## src/hdl/motion_cfg_pkg.sv

```systemverilog
// constants and types shared by the low-power / queue-select register group
package motion_cfg_pkg;
  // register offsets
  localparam logic [7:0] ADDR_LOW_POWER_CONFIG      = 8'h1E;
  localparam logic [7:0] ADDR_WAKE_MOTION_THRESHOLD = 8'h1F;
  localparam logic [7:0] ADDR_FIFO_SOURCE_SELECT    = 8'h23;
  localparam logic [7:0] ADDR_FRAME_SYNC_IRQ_STATUS = 8'h36;

  // reset values
  localparam logic [7:0] RESET_LOW_POWER_CONFIG      = 8'h00;
  localparam logic [7:0] RESET_WAKE_MOTION_THRESHOLD = 8'h00;
  localparam logic [4:0] RESET_FIFO_SOURCE_SELECT    = 5'h00;
  localparam logic [7:0] RESET_RDATA                 = 8'h00;

  // low_power_config fields
  localparam int GYRO_CYCLE_BIT  = 7;
  localparam int AVG_SEL_MSB     = 6;
  localparam int AVG_SEL_LSB     = 4;
  localparam int WAKE_RATE_MSB   = 3;
  localparam int WAKE_RATE_LSB   = 0;
  localparam logic [3:0] WAKE_RATE_MIN = 4'h4;
  localparam logic [3:0] WAKE_RATE_MAX = 4'hB;

  // fifo_source_select fields: bits 7..3 are kept, bits 2..0 reserved
  localparam int SRC_FIELD_LSB   = 3;
  localparam int SRC_TEMP_BIT    = 7;
  localparam int SRC_GYRO_X_BIT  = 6;
  localparam int SRC_GYRO_Y_BIT  = 5;
  localparam int SRC_GYRO_Z_BIT  = 4;
  localparam int SRC_ACCEL_BIT   = 3;

  // frame-sync status field
  localparam int FRAME_SYNC_FLAG_BIT = 7;

  // queue push sequence: seven 16-bit words, fourteen bytes
  localparam int WORD_COUNT = 7;
  localparam logic [3:0] LAST_BYTE_INDEX = 4'hD;

  typedef enum logic [0:0] {
    SEQ_IDLE = 1'b0,
    SEQ_RUN  = 1'b1
  } seq_state_t;
endpackage

```

## src/hdl/low_power_wake_fifo_select_cfg.sv

```systemverilog
// low-power, wake-on-motion, queue source select and frame-sync status registers
// Summary of operation
// - bit 7 of low_power_config enables gyroscope duty-cycling and resets to zero.
// - bits 6:4 of low_power_config pick 1x to 128x gyro averaging, reset 000.
// - while duty-cycling, gyro filtering follows the averaging field, not the low-pass choice.
// - bits 3:0 of low_power_config set the wake accelerometer rate, codes 4 to 11.
// - the wake rate applies only with the gyro off and accel duty-cycling on.
// - wake_motion_threshold holds an eight-bit motion threshold at 4 mg per step.
// - source bit 7 pushes temperature high then low byte on each sample tick.
// - source bits 6, 5, 4 push gyro X, Y, Z high and low bytes on each sample tick.
// - source bit 3 pushes all six accelerometer bytes, X to Z, high first.
// - enabled gyro or temperature sources are queued even when their path is in standby.
// - frame-sync status bit 7 sets on a frame-sync event and clears when read.
// - a frame-sync event is raised only when enabled, on a move to the chosen level.
// - wake-on-motion needs the gyro off and accel duty-cycling set by software.
// - the sample tick is the filter rate divided by one plus the rate divider.
`timescale 1ns/10ps
module low_power_wake_fifo_select_cfg (
  input  wire logic        clk_sys,
  input  wire logic        reset,
  input  wire logic [7:0]  reg_addr,
  input  wire logic [7:0]  reg_wdata,
  input  wire logic        reg_write,
  input  wire logic        reg_read,
  output logic      [7:0]  reg_rdata,
  input  wire logic        gyro_off,
  input  wire logic        accel_cycle_en,
  input  wire logic [2:0]  gyro_lowpass_sel,
  input  wire logic [7:0]  rate_divider,
  input  wire logic        filter_tick,
  input  wire logic        frame_sync_pin,
  input  wire logic        frame_sync_irq_en,
  input  wire logic        frame_sync_irq_polarity,
  input  wire logic [15:0] temp_value,
  input  wire logic [15:0] gyro_x_value,
  input  wire logic [15:0] gyro_y_value,
  input  wire logic [15:0] gyro_z_value,
  input  wire logic [15:0] accel_x_value,
  input  wire logic [15:0] accel_y_value,
  input  wire logic [15:0] accel_z_value,
  output logic             gyro_cycle_en,
  output logic      [2:0]  gyro_average_sel,
  output logic      [2:0]  gyro_lowpass_applied,
  output logic             wake_rate_active,
  output logic      [3:0]  wake_accel_rate_sel,
  output logic      [7:0]  motion_threshold,
  output logic             frame_sync_irq_flag,
  output logic             queue_push,
  output logic      [7:0]  queue_data
);
  typedef struct packed {
    logic [7:0]                     low_power_config;
    logic [7:0]                     wake_motion_threshold;
    logic [4:0]                     source_sel;
    logic                           irq_flag;
    logic [7:0]                     rdata;
    motion_cfg_pkg::seq_state_t     seq;
    logic [3:0]                     byte_index;
    logic [4:0]                     snap_sel;
    logic [16*motion_cfg_pkg::WORD_COUNT-1:0] snap_words;
    logic                           push;
    logic [7:0]                     data;
    logic [2:0]                     lowpass_applied;
    logic                           rate_active;
    logic [3:0]                     rate_sel;
  } cfg_state_t;

  cfg_state_t state;
  cfg_state_t next_state;
  logic       sample_tick;
  logic       frame_sync_event;

  sample_rate_divider rate_div (
    .clk_sys      (clk_sys),
    .reset        (reset),
    .filter_tick  (filter_tick),
    .rate_divider (rate_divider),
    .sample_tick  (sample_tick)
  );

  frame_sync_detect sync_detect (
    .clk_sys                 (clk_sys),
    .reset                   (reset),
    .frame_sync_pin          (frame_sync_pin),
    .frame_sync_irq_en       (frame_sync_irq_en),
    .frame_sync_irq_polarity (frame_sync_irq_polarity),
    .frame_sync_event        (frame_sync_event)
  );

  // source 0 temp, 1..3 gyro x/y/z, 4..6 accel x/y/z; sel holds register bits 7..3
  function automatic logic source_enabled(input logic [4:0] sel, input logic [2:0] src);
    logic result;
    result = 1'b0;
    case (src)
      3'h0: result = sel[motion_cfg_pkg::SRC_TEMP_BIT - motion_cfg_pkg::SRC_FIELD_LSB];
      3'h1: result = sel[motion_cfg_pkg::SRC_GYRO_X_BIT - motion_cfg_pkg::SRC_FIELD_LSB];
      3'h2: result = sel[motion_cfg_pkg::SRC_GYRO_Y_BIT - motion_cfg_pkg::SRC_FIELD_LSB];
      3'h3: result = sel[motion_cfg_pkg::SRC_GYRO_Z_BIT - motion_cfg_pkg::SRC_FIELD_LSB];
      3'h4, 3'h5, 3'h6: result = sel[motion_cfg_pkg::SRC_ACCEL_BIT - motion_cfg_pkg::SRC_FIELD_LSB];
      default: result = 1'b0;
    endcase
    return result;
  endfunction

  // byte k of the snapshot; word 0 sits in the top bits, high byte before low byte
  function automatic logic [7:0] snapshot_byte(
    input logic [16*motion_cfg_pkg::WORD_COUNT-1:0] words,
    input logic [3:0]                               index
  );
    logic [6:0] bit_pos;
    bit_pos = 7'(16 * motion_cfg_pkg::WORD_COUNT - 8) - 7'({index, 3'b000});
    return words[bit_pos +: 8];
  endfunction

  function automatic logic reg_hit(input logic [7:0] addr, input logic [7:0] offset);
    return addr == offset;
  endfunction

  always_comb begin
    logic [3:0] rate_code;
    rate_code       = state.low_power_config[motion_cfg_pkg::WAKE_RATE_MSB:
                                             motion_cfg_pkg::WAKE_RATE_LSB];
    next_state      = state;
    next_state.push = 1'b0;

    // register writes
    if (reg_write) begin
      if (reg_hit(reg_addr, motion_cfg_pkg::ADDR_LOW_POWER_CONFIG)) begin
        next_state.low_power_config = reg_wdata;
      end
      if (reg_hit(reg_addr, motion_cfg_pkg::ADDR_WAKE_MOTION_THRESHOLD)) begin
        next_state.wake_motion_threshold = reg_wdata;
      end
      if (reg_hit(reg_addr, motion_cfg_pkg::ADDR_FIFO_SOURCE_SELECT)) begin
        next_state.source_sel = reg_wdata[7:motion_cfg_pkg::SRC_FIELD_LSB];
      end
    end

    // register reads, answered on the next edge
    if (reg_read) begin
      next_state.rdata = motion_cfg_pkg::RESET_RDATA;
      if (reg_hit(reg_addr, motion_cfg_pkg::ADDR_LOW_POWER_CONFIG)) begin
        next_state.rdata = state.low_power_config;
      end else if (reg_hit(reg_addr, motion_cfg_pkg::ADDR_WAKE_MOTION_THRESHOLD)) begin
        next_state.rdata = state.wake_motion_threshold;
      end else if (reg_hit(reg_addr, motion_cfg_pkg::ADDR_FIFO_SOURCE_SELECT)) begin
        next_state.rdata = {state.source_sel, 3'b000};
      end else if (reg_hit(reg_addr, motion_cfg_pkg::ADDR_FRAME_SYNC_IRQ_STATUS)) begin
        next_state.rdata[motion_cfg_pkg::FRAME_SYNC_FLAG_BIT] = state.irq_flag;
        next_state.irq_flag = 1'b0;
      end
    end
    // an event in the same cycle as the clearing read survives
    if (frame_sync_event) begin
      next_state.irq_flag = 1'b1;
    end

    // gyro filter choice: low-pass selection is masked while duty-cycling
    next_state.lowpass_applied = state.low_power_config[motion_cfg_pkg::GYRO_CYCLE_BIT]
                               ? 3'h0 : gyro_lowpass_sel;

    // wake rate takes effect only in the accel wake mode; reserved codes never take effect
    next_state.rate_active = gyro_off && accel_cycle_en
                           && (rate_code >= motion_cfg_pkg::WAKE_RATE_MIN)
                           && (rate_code <= motion_cfg_pkg::WAKE_RATE_MAX);
    next_state.rate_sel    = next_state.rate_active ? rate_code : 4'h0;

    // queue push sequencer, one byte slot per clock; standby paths still push
    case (state.seq)
      motion_cfg_pkg::SEQ_IDLE: begin
        if (sample_tick && (state.source_sel != 5'h00)) begin
          next_state.seq        = motion_cfg_pkg::SEQ_RUN;
          next_state.byte_index = 4'h0;
          next_state.snap_sel   = state.source_sel;
          next_state.snap_words = {temp_value, gyro_x_value, gyro_y_value, gyro_z_value,
                                   accel_x_value, accel_y_value, accel_z_value};
        end
      end
      motion_cfg_pkg::SEQ_RUN: begin
        if (source_enabled(state.snap_sel, state.byte_index[3:1])) begin
          next_state.push = 1'b1;
          next_state.data = snapshot_byte(state.snap_words, state.byte_index);
        end
        if (state.byte_index == motion_cfg_pkg::LAST_BYTE_INDEX) begin
          next_state.seq = motion_cfg_pkg::SEQ_IDLE;
        end else begin
          next_state.byte_index = state.byte_index + 4'h1;
        end
      end
      default: begin
        next_state.seq = motion_cfg_pkg::SEQ_IDLE;
      end
    endcase
  end

  // a sample tick during a running sequence is dropped; ticks are far slower than 15 clocks
  always_ff @(posedge clk_sys or posedge reset) begin
    if (reset) begin
      state                       <= '0;
      state.low_power_config      <= motion_cfg_pkg::RESET_LOW_POWER_CONFIG;
      state.wake_motion_threshold <= motion_cfg_pkg::RESET_WAKE_MOTION_THRESHOLD;
      state.source_sel            <= motion_cfg_pkg::RESET_FIFO_SOURCE_SELECT;
      state.seq                   <= motion_cfg_pkg::SEQ_IDLE;
    end else begin
      state <= next_state;
    end
  end

  assign reg_rdata            = state.rdata;
  assign gyro_cycle_en        = state.low_power_config[motion_cfg_pkg::GYRO_CYCLE_BIT];
  assign gyro_average_sel     = state.low_power_config[motion_cfg_pkg::AVG_SEL_MSB:
                                                       motion_cfg_pkg::AVG_SEL_LSB];
  assign gyro_lowpass_applied = state.lowpass_applied;
  assign wake_rate_active     = state.rate_active;
  assign wake_accel_rate_sel  = state.rate_sel;
  assign motion_threshold     = state.wake_motion_threshold;
  assign frame_sync_irq_flag  = state.irq_flag;
  assign queue_push           = state.push;
  assign queue_data           = state.data;
endmodule

```

## src/hdl/sample_rate_divider.sv

```systemverilog
// divides the filter-rate tick by one plus the divider value
`timescale 1ns/10ps
module sample_rate_divider (
  input  wire logic       clk_sys,
  input  wire logic       reset,
  input  wire logic       filter_tick,
  input  wire logic [7:0] rate_divider,
  output logic            sample_tick
);
  typedef struct packed {
    logic [7:0] count;
    logic       tick;
  } div_state_t;

  div_state_t state;
  div_state_t next_state;

  always_comb begin
    next_state      = state;
    next_state.tick = 1'b0;
    if (filter_tick) begin
      if (state.count >= rate_divider) begin
        next_state.count = 8'h00;
        next_state.tick  = 1'b1;
      end else begin
        next_state.count = state.count + 8'h01;
      end
    end
  end

  always_ff @(posedge clk_sys or posedge reset) begin
    if (reset) begin
      state <= '0;
    end else begin
      state <= next_state;
    end
  end

  assign sample_tick = state.tick;
endmodule

```

## src/hdl/frame_sync_detect.sv

```systemverilog
// synchronises the frame-sync pin and flags a transition to its active level
`timescale 1ns/10ps
module frame_sync_detect (
  input  wire logic clk_sys,
  input  wire logic reset,
  input  wire logic frame_sync_pin,
  input  wire logic frame_sync_irq_en,
  input  wire logic frame_sync_irq_polarity,
  output logic      frame_sync_event
);
  typedef struct packed {
    logic sync_first;
    logic sync_second;
    logic last_level;
    logic event_pulse;
  } sync_state_t;

  sync_state_t state;
  sync_state_t next_state;
  logic        active_level;

  // polarity 1 means the pin is active low
  assign active_level = ~frame_sync_irq_polarity;

  always_comb begin
    next_state             = state;
    next_state.sync_first  = frame_sync_pin;
    next_state.sync_second = state.sync_first;
    next_state.last_level  = state.sync_second;
    next_state.event_pulse = frame_sync_irq_en
                           && (state.sync_second != state.last_level)
                           && (state.sync_second == active_level);
  end

  always_ff @(posedge clk_sys or posedge reset) begin
    if (reset) begin
      state <= '0;
    end else begin
      state <= next_state;
    end
  end

  assign frame_sync_event = state.event_pulse;
endmodule

```

## config.mk

```make
export PLATFORM = sky130hd
export DESIGN_NAME = low_power_wake_fifo_select_cfg
export DESIGN_NICKNAME = d
export VERILOG_FILES = /design/src/hdl/motion_cfg_pkg.sv /design/src/hdl/low_power_wake_fifo_select_cfg.sv /design/src/hdl/sample_rate_divider.sv /design/src/hdl/frame_sync_detect.sv
export SDC_FILE = /design/constraint.sdc
export NUM_CORES = 1
export LEC_CHECK = 0
export BUFFER_PORTS_ARGS = -buffer_cell sky130_fd_sc_hd__buf_2
export CELL_PAD_IN_SITES_DETAIL_PLACEMENT = 0
export CELL_PAD_IN_SITES_GLOBAL_PLACEMENT = 1
export CORE_UTILIZATION = 40
export CTS_CLUSTER_SIZE = 16
export DETAILED_ROUTE_END_ITERATION = 7
export GPL_TIMING_DRIVEN = 0
export HOLD_SLACK_MARGIN = 0.1
export PLACE_DENSITY_LB_ADDON = 0.08
export SLEW_MARGIN = 20
export SYNTH_ARGS = -nofsm -noshare
export SYNTH_HDL_FRONTEND = slang
export SYNTH_SLANG_ARGS = --single-unit
```

## constraint.sdc

```tcl
create_clock -name clk_sys -period 6.3 [get_ports clk_sys]
set_input_delay 1.26 -clock clk_sys [delete_from_list [all_inputs] [get_ports clk_sys]]
set_output_delay 1.26 -clock clk_sys [all_outputs]
set_load 0.02 [all_outputs]
```

==> flow_summary.ini <==
[run_status]
status = complete, no violations

[critical_path]
worstPathRequired_ns = 6.65
criticalPathCategory = flip-flop to flip-flop
cp-start-kind = flip-flop
cp_data_arrival_time_ns = 3.93
critPathCaptureType = flip-flop
worstPathMaxFanout = 10

[power_and_ir_drop]
leakage_nw = 4.96
finalPower_mw = 4.29
power.density_nw_per_um2 = 415
vdd_ir_drop_max_uv = 252

[cells_and_area]
nets = 995
final_cell_area_um2 = 10300
final_cell_mix = 194 x buf_2, 182 x dfrtp_1, 71 x mux2_1, 71 x mux2_2, 38 x buf_4
area_delta_synth_final_pct = 21.9
final_common_cell = buf_2
utilization_pct = 50.4
diodes = 0
stdcell_count = 1113
drive_above_1_share_pct = 44.2

[cts]
htreeDepth = 4
cts_tree = done
cts_made_buffers = 17
clockBufferDepth = 2
cts_resized = 0
cts.sink_count = 182
clkTransAtPathRegs_ns = 0.07
clk-insertion-delay-late_ns = 0.43
postCtsHoldBufs = 0
cts_setup_buffers = 0
cts-root-buf = clkbuf_16

[synthesis]
yosys_warnings = 0
syn_area_um2 = 8480
synthCells = 625
synth-async-reset-ratio_pct = 100
synth-edff-count = 0
ys_ff_latch = 182
syn_avg_cell_area_um2 = 13.6
synthFlopType = dfrtp_1
yosysSeqAreaShare_pct = 53.7
synth.distinct_cells = 52
synth_fp_nets = 790

[placed_design]
io_buffers = 185
pre_cts_ws_ns = 2.67
gp_congestion = 0.767
post_dp_cell_area_um2 = 9780
place_hpwl_um = 15000
dp_cells = 1081

[floorplan]
core_area_um2 = 20500
pin_count = 187
die_x_um = 148
num_rows = 52
dieArea_um2 = 21800
start_util_pct = 41.4
die_h_um = 148

[global_route]
first_global_vias = 6036
antenna_found_initial = 2
globalRoute.totalOverflow = 0
grt_max_degree = 103
grt_usage_pct = 19.9
grt_pass1_wl_um = 32700

[sta]
slew-limit-headroom_pct = 42.2
fin_crit_ns = 3.58
hold_ws_ns = 0.354
finalCritPeriodShare_pct = 56.7
tns_ns = 0
max_freq_mhz = 280
fin_ws_ns = 2.72
finalSetupViolCount = 0
slew_violations = 0
rsz0062_at_grt = false
hold_viol_final = 0
worst_pin_slew_ns = 0.866
finClkSkew_ns = 0.0114

[run]
drv_cap = 0

[route]
drt_iter0_drc = 197
wl_um = 20300
antenna_left = 0
vias_per_cell = 5.07
routedWlPerCell_um = 18.2
dr.pass1.iters = 4
drc = 0
num_vias = 5644

[min_path]
hp-class = flip-flop to flip-flop
[Yosys cell counts (7+ instances only)]
master	instances	share of area, %
dfrtp_1	182	54
mux2_1	71	9.4
mux2_2	71	9.4
buf_4	38	3.4
nand2_1	26	1.2
nor2_1	26	1.2
mux4_2	21	5.6
a21oi_1	17	1.0
ha_1	16	2.4
inv_1	15	0.66
mux2i_1	12	1.4
nand3_1	10	0.59
o21ai_0	10	0.59
buf_2	9	0.53
buf_6	8	1.1
clkbuf_1	8	0.35
a221oi_1	7	0.72
[where the power goes]
group          internal (mW)  switching [mW]
sequential              1.59           0.246
clock                  0.521           0.498
combinational          0.761           0.672
total                   2.88            1.42
[registers in the layout (all words and copies together), names as in the netlist, 2 cells and up]
register,cells
gyro_average_sel,3
gyro_lowpass_applied,3
motion_threshold,8
queue_data,8
rate_div.state,8
reg_rdata,8
state,131
sync_detect.next_state,2
wake_accel_rate_sel,4
[path summary, 6_finish.rpt]
path                                             end  cells after the start                      start  slack (ns)
setup reg to reg                       queue_data[2]                     11                 state[135]        2.72
setup / recovery                       queue_data[2]                     11                 state[135]        2.72
hold reg to reg            sync_detect.next_state[1]                      0  sync_detect.next_state[2]        0.35
hold / removal             sync_detect.next_state[1]                      0  sync_detect.next_state[2]        0.35
min in group asynchronous    gyro_lowpass_applied[2]                      2                      reset        0.91
max in group asynchronous                  state[83]                      3                      reset        4.45
[critical path, cell delays in order, from the launching register on]
cell and delay [ns]:
dfrtp_1 0.44, buf_2 0.35, buf_2 0.37, buf_4 0.27, buf_4 0.19, inv_1 0.09
ha_1 0.33, buf_1 0.66, mux2i_1 0.23, o21ai_0 0.22, nand3b_1 0.15, a31oi_1 0.18
[cells by family (layout without fill, tap and decap cells)]
group,count (synthesis),in the layout,share of synthesized area [%]
flip-flops,182,182,53.7
multiplexers,175,175,25.9
AND/OR/NAND/NOR,101,101,6.05
buffers and inverters,79,297,6.02
AO/OA/AOI/OAI,68,68,5.56
adder cells (fa/ha/maj),16,16,2.36
XOR/XNOR,4,4,0.413
[final cells by class]
| class | instances | area, µm² |
|---|---|---|
| clock inverters | 15 | 136 |
| multi-input cells | 364 | 3410 |
| repair buffers | 186 | 953 |
| flip-flops and latches | 182 | 4550 |
| well taps | 270 | 338 |
| clock buffers | 17 | 425 |
| fillers | 1856 | 10200 |
| inverters | 15 | 63.8 |
| plain buffers | 64 | 454 |
[routing by layer]
metal / global-route usage (%) / routed length [µm]
met5: 0 / 8
met4: 6.29 / 310
met3: 4.57 / 1200
met2: 30.9 / 9510
met1: 27.7 / 9270
No activity file was read; power rests on OpenSTA's default activity.
